File: src/pmw_pkg.sv
// constants for the power mode and interrupt wakeup block
// assumes a 32-bit classic Wishbone slave port and a single 125 MHz clock
package pmw_pkg;
  localparam int ADDR_W = 32;
  localparam logic [31:0] WAKE_CTRL_ADDR = 32'hFFF00020;
  localparam logic [31:0] WAKE_CAUSE_ADDR = 32'hFFF00024;
  localparam logic [31:0] PMODE_ADDR = 32'hFFF00028;
  localparam logic [31:0] INT_STAT_ADDR = 32'hFFF0002C;
  localparam logic [31:0] INT_MASK_ADDR = 32'hFFF00038;
  localparam int NPINS = 2;
  localparam int EXTERNAL_IRQ_N = 4;
  localparam int NPERIPH = 8;
  localparam int EN_LSB = 0;
  localparam int POL_LSB = 4;
  localparam int PM_IDLE_BIT = 0;
  localparam int PM_PD_BIT = 1;
  localparam int PM_MEMCTL_HALT_ENABLE_BIT = 2;
  localparam int NEV = 3;
  localparam int EV_WAKE = 0;
  localparam int EV_IDLE_EXIT = 1;
  localparam int EV_PD_EXIT = 2;
  localparam logic [31:0] ZERO32 = 32'h00000000;
  typedef enum logic [1:0] {PMW_RUN, PMW_IDLE, PMW_PDOWN} pmw_state_t;
endpackage : pmw_pkg

File: src/pmw_power_ctrl.sv
// power mode controller with wakeup sources and classic Wishbone registers
// assumes synchronous inputs, single clock mclk, synchronous active-high reset
//
// Decided for this implementation: the Wishbone slave port.
`timescale 1ns/10ps
module pmw_power_ctrl (
  input wire logic mclk,
  input wire logic sys_rst,
  input wire logic wb_cyc_i,
  input wire logic wb_stb_i,
  input wire logic wb_we_i,
  input wire logic [pmw_pkg::ADDR_W-1:0] wb_adr_i,
  input wire logic [3:0] wb_sel_i,
  input wire logic [31:0] wb_dat_i,
  output logic [31:0] wb_dat_o,
  output logic wb_ack_o,
  input wire logic [pmw_pkg::EXTERNAL_IRQ_N-1:0] external_irq_n,
  input wire logic fast_irq_n,
  input wire logic keypadWake,
  input wire logic extResetWake,
  input wire logic [pmw_pkg::NPERIPH-1:0] clock_select_reg,
  output logic coreClkEn,
  output logic memctlClkEn,
  output logic oscPllEn,
  output logic [pmw_pkg::NPERIPH-1:0] periphClkEn,
  output logic irq
);
  import pmw_pkg::*;

  logic [NPINS-1:0] wakeSourceEnable, next_wakeSourceEnable;
  logic [NPINS-1:0] wakeLevelSelect, next_wakeLevelSelect;
  logic [NPINS-1:0] wakeCauseFlag, next_wakeCauseFlag;
  logic coreIdleBit, next_coreIdleBit;
  logic powerDownEnable, next_powerDownEnable;
  logic memctlHaltEnable, next_memctlHaltEnable;
  logic [NEV-1:0] intStat, next_intStat;
  logic [NEV-1:0] intMask, next_intMask;
  logic [31:0] next_wb_dat_o;
  logic next_wb_ack_o;
  pmw_state_t state, next_state;
  logic next_coreClkEn, next_memctlClkEn, next_oscPllEn, next_irq;
  logic [NPERIPH-1:0] next_periphClkEn;
  logic [NPINS-1:0] wakeHit;
  logic wrStrobe, rdStrobe, anyIrq, pdWake;
  logic [NEV-1:0] ev;

  pmw_wake_detect u_detect (
    .mclk(mclk),
    .sys_rst(sys_rst),
    .pinN(external_irq_n[NPINS-1:0]),
    .wakeSourceEnable(wakeSourceEnable),
    .wakeLevelSelect(wakeLevelSelect),
    .wakeHit(wakeHit)
  );

  // bus strobes: one-cycle ack; a write lands at the edge where the master sees ack high
  always_comb begin
    wrStrobe = wb_cyc_i & wb_stb_i & wb_we_i & wb_ack_o & wb_sel_i[0];
    rdStrobe = wb_cyc_i & wb_stb_i & ~wb_ack_o;
    anyIrq = (~&external_irq_n) | ~fast_irq_n;
    pdWake = (|wakeHit) | keypadWake | extResetWake;
  end

  // power state sequencing
  always_comb begin
    next_state = state;
    ev = '0;
    next_wakeCauseFlag = wakeCauseFlag;
    case (state)
      PMW_RUN: begin
        if (powerDownEnable) begin
          next_state = PMW_PDOWN;
        end else if (coreIdleBit) begin
          next_state = PMW_IDLE;
        end
      end
      PMW_IDLE: begin
        if (anyIrq) begin
          next_state = PMW_RUN;
          ev[EV_IDLE_EXIT] = 1'b1;
        end
      end
      PMW_PDOWN: begin
        if (pdWake) begin
          next_state = PMW_RUN;
          ev[EV_PD_EXIT] = 1'b1;
          if (|wakeHit) begin
            ev[EV_WAKE] = 1'b1;
          end
        end
      end
      default: begin
        next_state = PMW_RUN;
      end
    endcase
    // software write-one clears cause flags, a new wake wins over the clear
    if (wrStrobe && wb_adr_i == WAKE_CAUSE_ADDR) begin
      next_wakeCauseFlag = wakeCauseFlag & ~wb_dat_i[NPINS-1:0];
    end
    if (state == PMW_PDOWN && pdWake) begin
      next_wakeCauseFlag = next_wakeCauseFlag | wakeHit;
    end
  end

  // control registers and interrupt status
  always_comb begin
    next_wakeSourceEnable = wakeSourceEnable;
    next_wakeLevelSelect = wakeLevelSelect;
    next_coreIdleBit = coreIdleBit;
    next_powerDownEnable = powerDownEnable;
    next_memctlHaltEnable = memctlHaltEnable;
    next_intMask = intMask;
    next_intStat = intStat;
    if (wrStrobe) begin
      case (wb_adr_i)
        WAKE_CTRL_ADDR: begin
          next_wakeSourceEnable = wb_dat_i[EN_LSB +: NPINS];
          next_wakeLevelSelect = wb_dat_i[POL_LSB +: NPINS];
        end
        PMODE_ADDR: begin
          next_coreIdleBit = wb_dat_i[PM_IDLE_BIT];
          next_powerDownEnable = wb_dat_i[PM_PD_BIT];
          next_memctlHaltEnable = wb_dat_i[PM_MEMCTL_HALT_ENABLE_BIT];
        end
        INT_STAT_ADDR: begin
          next_intStat = intStat & ~wb_dat_i[NEV-1:0];
        end
        INT_MASK_ADDR: begin
          next_intMask = wb_dat_i[NEV-1:0];
        end
        default: begin
        end
      endcase
    end
    // leaving a mode drops its request bit so the core does not re-enter
    if (ev[EV_IDLE_EXIT]) begin
      next_coreIdleBit = 1'b0;
    end
    if (ev[EV_PD_EXIT]) begin
      next_powerDownEnable = 1'b0;
    end
    next_intStat = next_intStat | ev;
  end

  // read mux and outputs
  always_comb begin
    next_wb_ack_o = rdStrobe;
    next_wb_dat_o = ZERO32;
    if (rdStrobe && !wb_we_i) begin
      case (wb_adr_i)
        WAKE_CTRL_ADDR: begin
          next_wb_dat_o[EN_LSB +: NPINS] = wakeSourceEnable;
          next_wb_dat_o[POL_LSB +: NPINS] = wakeLevelSelect;
        end
        WAKE_CAUSE_ADDR: begin
          next_wb_dat_o[NPINS-1:0] = wakeCauseFlag;
        end
        PMODE_ADDR: begin
          next_wb_dat_o[PM_IDLE_BIT] = coreIdleBit;
          next_wb_dat_o[PM_PD_BIT] = powerDownEnable;
          next_wb_dat_o[PM_MEMCTL_HALT_ENABLE_BIT] = memctlHaltEnable;
        end
        INT_STAT_ADDR: begin
          next_wb_dat_o[NEV-1:0] = intStat;
        end
        INT_MASK_ADDR: begin
          next_wb_dat_o[NEV-1:0] = intMask;
        end
        default: begin
          next_wb_dat_o = ZERO32;
        end
      endcase
    end
    next_coreClkEn = (next_state == PMW_RUN);
    next_oscPllEn = (next_state != PMW_PDOWN);
    // memory clock halts in power-down, and while idle only with memctlHaltEnable set
    next_memctlClkEn = (next_state == PMW_RUN) ||
                       (next_state == PMW_IDLE && !memctlHaltEnable);
    next_periphClkEn = (next_state == PMW_PDOWN) ? '0 : clock_select_reg;
    next_irq = |(next_intStat & intMask);
  end

  always_ff @(posedge mclk) begin
    if (sys_rst) begin
      state <= PMW_RUN;
      wakeSourceEnable <= '0;
      wakeLevelSelect <= '0;
      wakeCauseFlag <= '0;
      coreIdleBit <= 1'b0;
      powerDownEnable <= 1'b0;
      memctlHaltEnable <= 1'b0;
      intStat <= '0;
      intMask <= '0;
      wb_dat_o <= ZERO32;
      wb_ack_o <= 1'b0;
      coreClkEn <= 1'b1;
      memctlClkEn <= 1'b1;
      oscPllEn <= 1'b1;
      periphClkEn <= '0;
      irq <= 1'b0;
    end else begin
      state <= next_state;
      wakeSourceEnable <= next_wakeSourceEnable;
      wakeLevelSelect <= next_wakeLevelSelect;
      wakeCauseFlag <= next_wakeCauseFlag;
      coreIdleBit <= next_coreIdleBit;
      powerDownEnable <= next_powerDownEnable;
      memctlHaltEnable <= next_memctlHaltEnable;
      intStat <= next_intStat;
      intMask <= next_intMask;
      wb_dat_o <= next_wb_dat_o;
      wb_ack_o <= next_wb_ack_o;
      coreClkEn <= next_coreClkEn;
      memctlClkEn <= next_memctlClkEn;
      oscPllEn <= next_oscPllEn;
      periphClkEn <= next_periphClkEn;
      irq <= next_irq;
    end
  end
endmodule : pmw_power_ctrl

File: src/pmw_wake_detect.sv
// wake pin qualifier: per pin level match, enable gate
// assumes pins already synchronous to mclk
`timescale 1ns/10ps
module pmw_wake_detect (
  input wire logic mclk,
  input wire logic sys_rst,
  input wire logic [pmw_pkg::NPINS-1:0] pinN,
  input wire logic [pmw_pkg::NPINS-1:0] wakeSourceEnable,
  input wire logic [pmw_pkg::NPINS-1:0] wakeLevelSelect,
  output logic [pmw_pkg::NPINS-1:0] wakeHit
);
  import pmw_pkg::*;
  logic [NPINS-1:0] next_wakeHit;
  genvar i;
  generate
    for (i = 0; i < NPINS; i++) begin : g_pin
      // pin level compared against selected polarity, gated by enable
      always_comb begin
        next_wakeHit[i] = wakeSourceEnable[i] & (pinN[i] == wakeLevelSelect[i]);
      end
    end
  endgenerate
  always_ff @(posedge mclk) begin
    if (sys_rst) begin
      wakeHit <= '0;
    end else begin
      wakeHit <= next_wakeHit;
    end
  end
endmodule : pmw_wake_detect

File: config.mk
export PLATFORM = sky130hd
export DESIGN_NAME = pmw_power_ctrl
export DESIGN_NICKNAME = d
export VERILOG_FILES = /design/src/pmw_pkg.sv /design/src/pmw_power_ctrl.sv /design/src/pmw_wake_detect.sv
export SDC_FILE = /design/constraint.sdc
export NUM_CORES = 1
export LEC_CHECK = 0
export BUFFER_PORTS_ARGS = -buffer_cell sky130_fd_sc_hd__buf_4
export CORE_MARGIN = 8
export CORE_UTILIZATION = 36
export DETAILED_ROUTE_END_ITERATION = 7
export PLACE_DENSITY = 0.73
export SLEW_MARGIN = 20
export SYNTH_ARGS = -nofsm -noshare
export SYNTH_HDL_FRONTEND = slang
export SYNTH_HIERARCHICAL = 1
export SYNTH_SLANG_ARGS = --single-unit
File: constraint.sdc
create_clock -name mclk -period 2 [get_ports mclk]
set_input_delay 0.3 -clock mclk [delete_from_list [all_inputs] [get_ports mclk]]
set_output_delay 0.3 -clock mclk [all_outputs]
set_load 0.05 [all_outputs]
## Word-level counts from Yosys, hierarchy flattened

Cells that the tools add are included.

| operators by class | value |
|---|---|
| eq/ne operators | 12 |
| bitwise operators | 21 |
| muxes and demuxes | 18 |
| reduce and logical (&&, ||, !) cells | 21 |

Operator list:

| cell | number |
|---|---|
| 32-bit equality test, second input constant | 5 |
| 2-bit 2-to-1 mux | 6 |
| 2-bit one-hot mux with 5 select lines | 1 |
| 2-bit OR reduction | 5 |
| 1-bit AND | 7 |
| 1-bit 2-to-1 mux | 7 |
| 3-bit AND | 2 |
| 3-bit 2-to-1 mux | 2 |
| 2-bit one-hot mux with 3 select lines | 1 |
| 2-bit AND reduction | 3 |
| 3-bit OR reduction | 2 |
| 2-bit by 1-bit equality test with 1-bit output, second input constant | 2 |
| 2-bit equality test, second input constant | 2 |
| 1-bit logical AND | 4 |
| 2-bit zero test | 2 |
| 1-bit NOT | 4 |
| 4-bit AND reduction | 1 |
| 1-bit zero test | 3 |
| 3-bit NOT | 1 |
| 1-bit bitwise OR | 3 |
| 3-bit bitwise OR | 1 |
| 1-bit one-hot mux with 3 select lines | 1 |
| 2-bit AND | 1 |
| 1-bit equality test | 2 |
| 4 further kinds | 4 |

| word-level totals | value |
|---|---|
| logic and storage cells | 91 |
| output and inout port bits | 45 |
| bits of input ports | 88 |
| flip-flop bits (word level) | 64 |

## Longest topological paths before layout

| logic depth | value |
|---|---|
| depth in word-level cells | 8 |
| mapped depth | 6 |
| mapped depth without buffers | 5 |

## Modules after synthesis

The synthesis kept the hierarchy.

Modules (own cells, without submodules):

| module | seq. area each (µm²) | area each (µm²) | instances | cells each |
|---|---|---|---|---|
| pmw_power_ctrl | 700.7 | 1,724.2 | 1 | 185 |
| pmw_wake_detect | 40.0 | 72.6 | 1 | 6 |

## Least setup slack after synthesis

OpenSTA, ideal clock, no wires.

| timing path | value |
|---|---|
| path kind | input to register |
| start | in wb_adr_i[9] in the netlist's numbering |
| end | reg coreIdleBit |
| required time | 1.869 ns |
| setup slack | -0.141 ns |
| arrival | 2.010 ns |
| stages on the path | 5 |
| path through | or4_4 or4_4 nor4_4 mux2i_1 nor3_2 |

| on the way | value |
|---|---|
| longest elaborated chain between the ends | 2 |

RTL lines:

| item | line | source |
|---|---|---|
| start, declared | pmw_power_ctrl.sv:12 | `input wire logic [pmw_pkg::ADDR_W-1:0] wb_adr_i,` |
| 32-bit equality test | pmw_power_ctrl.sv:115 | `case (wb_adr_i)` |
| 2-bit AND reduction (no line) | - |  |
| end signal, assigned | pmw_power_ctrl.sv:206 | `coreIdleBit <= next_coreIdleBit;` |
| end, declared | pmw_power_ctrl.sv:33 | `logic coreIdleBit, next_coreIdleBit;` |

No other way between the ends.
A chain may end at the register's enable or synchronous reset.

## Worst setup path after layout

| timing path | value |
|---|---|
| start | in wb_adr_i[9] in the netlist's numbering |
| end | reg irq |

| on the way | value |
|---|---|
| longest elaborated chain between the ends | 6 |

RTL lines:

| item | line | source |
|---|---|---|
| 32-bit equality test | pmw_power_ctrl.sv:115 |  |
| 3-bit 2-to-1 mux | pmw_power_ctrl.sv:115 |  |
| 3-bit 2-to-1 mux | pmw_power_ctrl.sv:114 | `if (wrStrobe) begin` |
| 3-bit bitwise OR | pmw_power_ctrl.sv:142 | `next_intStat = next_intStat \| ev;` |
| 3-bit AND | pmw_power_ctrl.sv:180 | `next_irq = \|(next_intStat & intMask);` |
| 3-bit OR reduction | pmw_power_ctrl.sv:180 |  |
| end signal, assigned | pmw_power_ctrl.sv:217 | `irq <= next_irq;` |
| end, declared | pmw_power_ctrl.sv:26 | `output logic irq` |

No other way between the ends.

==> impl_metrics.toml <==
[cells_and_area]
final_util_pct = 53.55
stdcell_count = 348
drive_above_1_share_pct = 37.37
area_growth_pct = 41.71
antennaDiodeCount = 0
mostFrequentLayoutCells = "88 x buf_4, 37 x dfxtp_1, 27 x conb_1"
layout_commonest_cell = "buf_4"
final_nets = 368
fill_cells = 497
multi_input_area_um2 = 927.1
layout.area.seq_um2 = 740.7

[worst_setup_path]
cp-end-kind = "flip-flop"
cp.arrival_ns = 2.04
path_cells = "buf_4, or4_4, or4_4, nor3_2, a21oi_1, a221o_1"
cp_slowest_cell = "or4_4"
crit_start = "wb_adr_i[9]"
cp-start-kind = "input pin"
cp.buffers_inverters = 1
crit_top_cell = "or4_4"
timing.rr.start = "wb_ack_o$_SDFF_PP0_"
max_stage_delay_ns = 0.54
cp_top_family = "simple AND/OR/NAND/NOR gates"
crit_fanout = 3
worstPathRequired_ns = 2.18
worstSetupPathType = "in -> reg"

[job]
max_cap_violations = 0

[die]
coreArea_um2 = 4755
initial_utilization_pct = 37.79
die_y_um = 86.65
die_area_um2 = 7507
rows = 25
pin_count = 133
die_x_um = 86.65

[place]
dp.final_hpwl_mm = 4.126
gp_congestion = 0.8934
io_buffers = 75
dp_cells = 340

[power]
powerDensity_nw_per_um2 = 664.9
leakage_nw = 1.172
ir_drop_v = 0.0005133

[global_route]
grt_pass1_vias = 1700
track_usage_pct = 12.98
grt_start_max_net_pins = 22
grt_pass1_wl_mm = 7.797
antenna_found_initial = 0
grt_overflow = 0

[synth]
postSynthCellCount = 191
netlist_area_um2 = 1797
ys_ff_latch = 37
async_reset_ff_share_pct = 0
ys_warn_count = 6
postSynthAreaPerCell_um2 = 9.407
synth_edf_count = 0
synth.distinct_cells = 42
synth_flop_cell = "dfxtp_1"
synth_seq_area_share_pct = 41.23

[route]
wl_per_cell_um = 14.13
via_count = 1640
drt_iter0_drc = 73
drc_errors = 0
final_antenna_net_count = 0
via_per_inst = 4.713
dr.pass1.iters = 4
finalWirelength_mm = 4.917

[clock_network]
cts_max_level = 2
clock_latency_ns = 0.29
post_cts_buffers = 0
hold_buffers = 0
numCtsBuffers = 5
cts_tree = "built"
clk_pin_slew_ns = 0.08
cts-root-buf = "clkbuf_8"
clockBufferDepth = 2
clock-sinks = 37
post_cts_resized = 0

[hold_path]
worstHoldStart = "clock_select_reg[6]"
hold_class = "in -> reg"

[sta]
post-route-min-period_ns = 1.857
finalHoldViolations = 0
fmax_mhz = 538.5
finalClockSkew_ns = 0.006731
period_share_pct = 92.85
finalSetupTns_ns = 0
final-max-slew-violation-count = 0
rsz0062_at_grt = "no"
setup_viol = 0

[status]
status = "completed"
## synth_stat cells, drive strengths merged, types with 2 or more instances
| cell type | count | area (µm²) |
|---|---|---|
| inv | 6 | 22.52 |
| o21ai | 3 | 15.01 |
| or4 | 2 | 22.52 |
| a222oi | 2 | 20.02 |
| nand2 | 6 | 22.52 |
| nor3 | 8 | 50.05 |
| clkbuf | 4 | 15.01 |
| and2 | 9 | 56.30 |
| mux2 | 2 | 22.52 |
| nand3 | 7 | 35.03 |
| o41ai | 2 | 17.52 |
| and3 | 4 | 25.02 |
| a21oi | 6 | 30.03 |
| nor2 | 15 | 56.30 |
| nor2b | 4 | 25.02 |
| xor2 | 2 | 17.52 |
| o31a | 2 | 17.52 |
| nor4 | 5 | 52.55 |
| nand2b | 2 | 12.51 |
| nand4 | 6 | 37.54 |
| mux2i | 11 | 110.1 |
| dfxtp | 37 | 740.7 |
| nor4b | 3 | 38.79 |
| buf | 28 | 207.7 |
| a22o | 2 | 17.52 |
| nor3b | 3 | 22.52 |
## per-layer routing
layer / vias to the layer above / track usage (%) / wire (µm)
met4: 0 / 1.878 / 27
li1: 808 / - / -
met2: 72 / 22.99 / 2353
met1: 756 / 14.10 / 2039
met3: 4 / 5.766 / 496
met5: - / 0 / 0
## kinds of logic after synthesis
| kind of cell | count (synthesis) | share of synthesized area [%] |
|---|---|---|
| AND/OR/NAND/NOR | 77 | 27.02 |
| buffers and inverters | 38 | 13.65 |
| flip-flops | 37 | 41.23 |
| AO/OA/AOI/OAI | 23 | 9.541 |
| multiplexers | 13 | 7.382 |
| XOR/XNOR | 2 | 0.9751 |
| other | 1 | 0.2087 |
## final cells by class
class	instances	share of cell area (%)
multi-input cells	142	36.41
flip-flops and latches	37	29.09
repair buffers	88	25.95
clock buffers	6	2.850
clock inverters	2	1.523
well taps	67	3.292
inverters	6	0.8845
## final timing paths
path,depth (start not counted),end,slack [ns]
setup / recovery,6,irq$_SDFF_PP0_,0.14
hold / removal,2,periphClkEn[6]$_SDFF_PP0_,0.21
setup reg to reg,5,irq$_SDFF_PP0_,0.21
hold reg to reg,2,wakeCauseFlag[1]$_SDFF_PP0_,0.47
## worst reg2reg max path, cell delays in order (launching register included)
cell     delay, ns
dfxtp_1       0.36
and3_1        0.19
nor2b_1       0.27
nand3_1       0.19
o31a_1        0.36
a221o_1       0.31
## power by group
group | internal (mW) | total, mW | switching, mW
Clock | 0.374 | 0.644 | 0.270
Combinational | 0.100 | 0.300 | 0.200
Sequential | 0.745 | 0.748 | 0.00268
Total | 1.22 | 1.69 | 0.473
## sequential cells by signal, summed over array words and instances (netlist names), 2 cells and up
signal / cells
intStat: 3
wb_dat_o: 5
intMask: 3
wakeLevelSelect: 2
state: 2
u_detect/wakeHit: 2
periphClkEn: 8
wakeCauseFlag: 2
wakeSourceEnable: 2
## per-stage QoR
step	worst slack (ns)	hold WS, ns	cell area (µm²)	power, mW
2_1_floorplan	0.04017	0.3761	1913	0.9855
4_1_cts	0.1383	0.1964	2546	1.708
3_5_place_dp	-0.1681	0.4558	2435	1.065
3_3_place_gp	-0.1709	0.4413	2435	1.060
5_1_grt	0.08639	0.1890	2546	1.755
6_report	0.1430	0.2055	2546	1.693
Note: power is estimated with default switching activity, not from simulation.
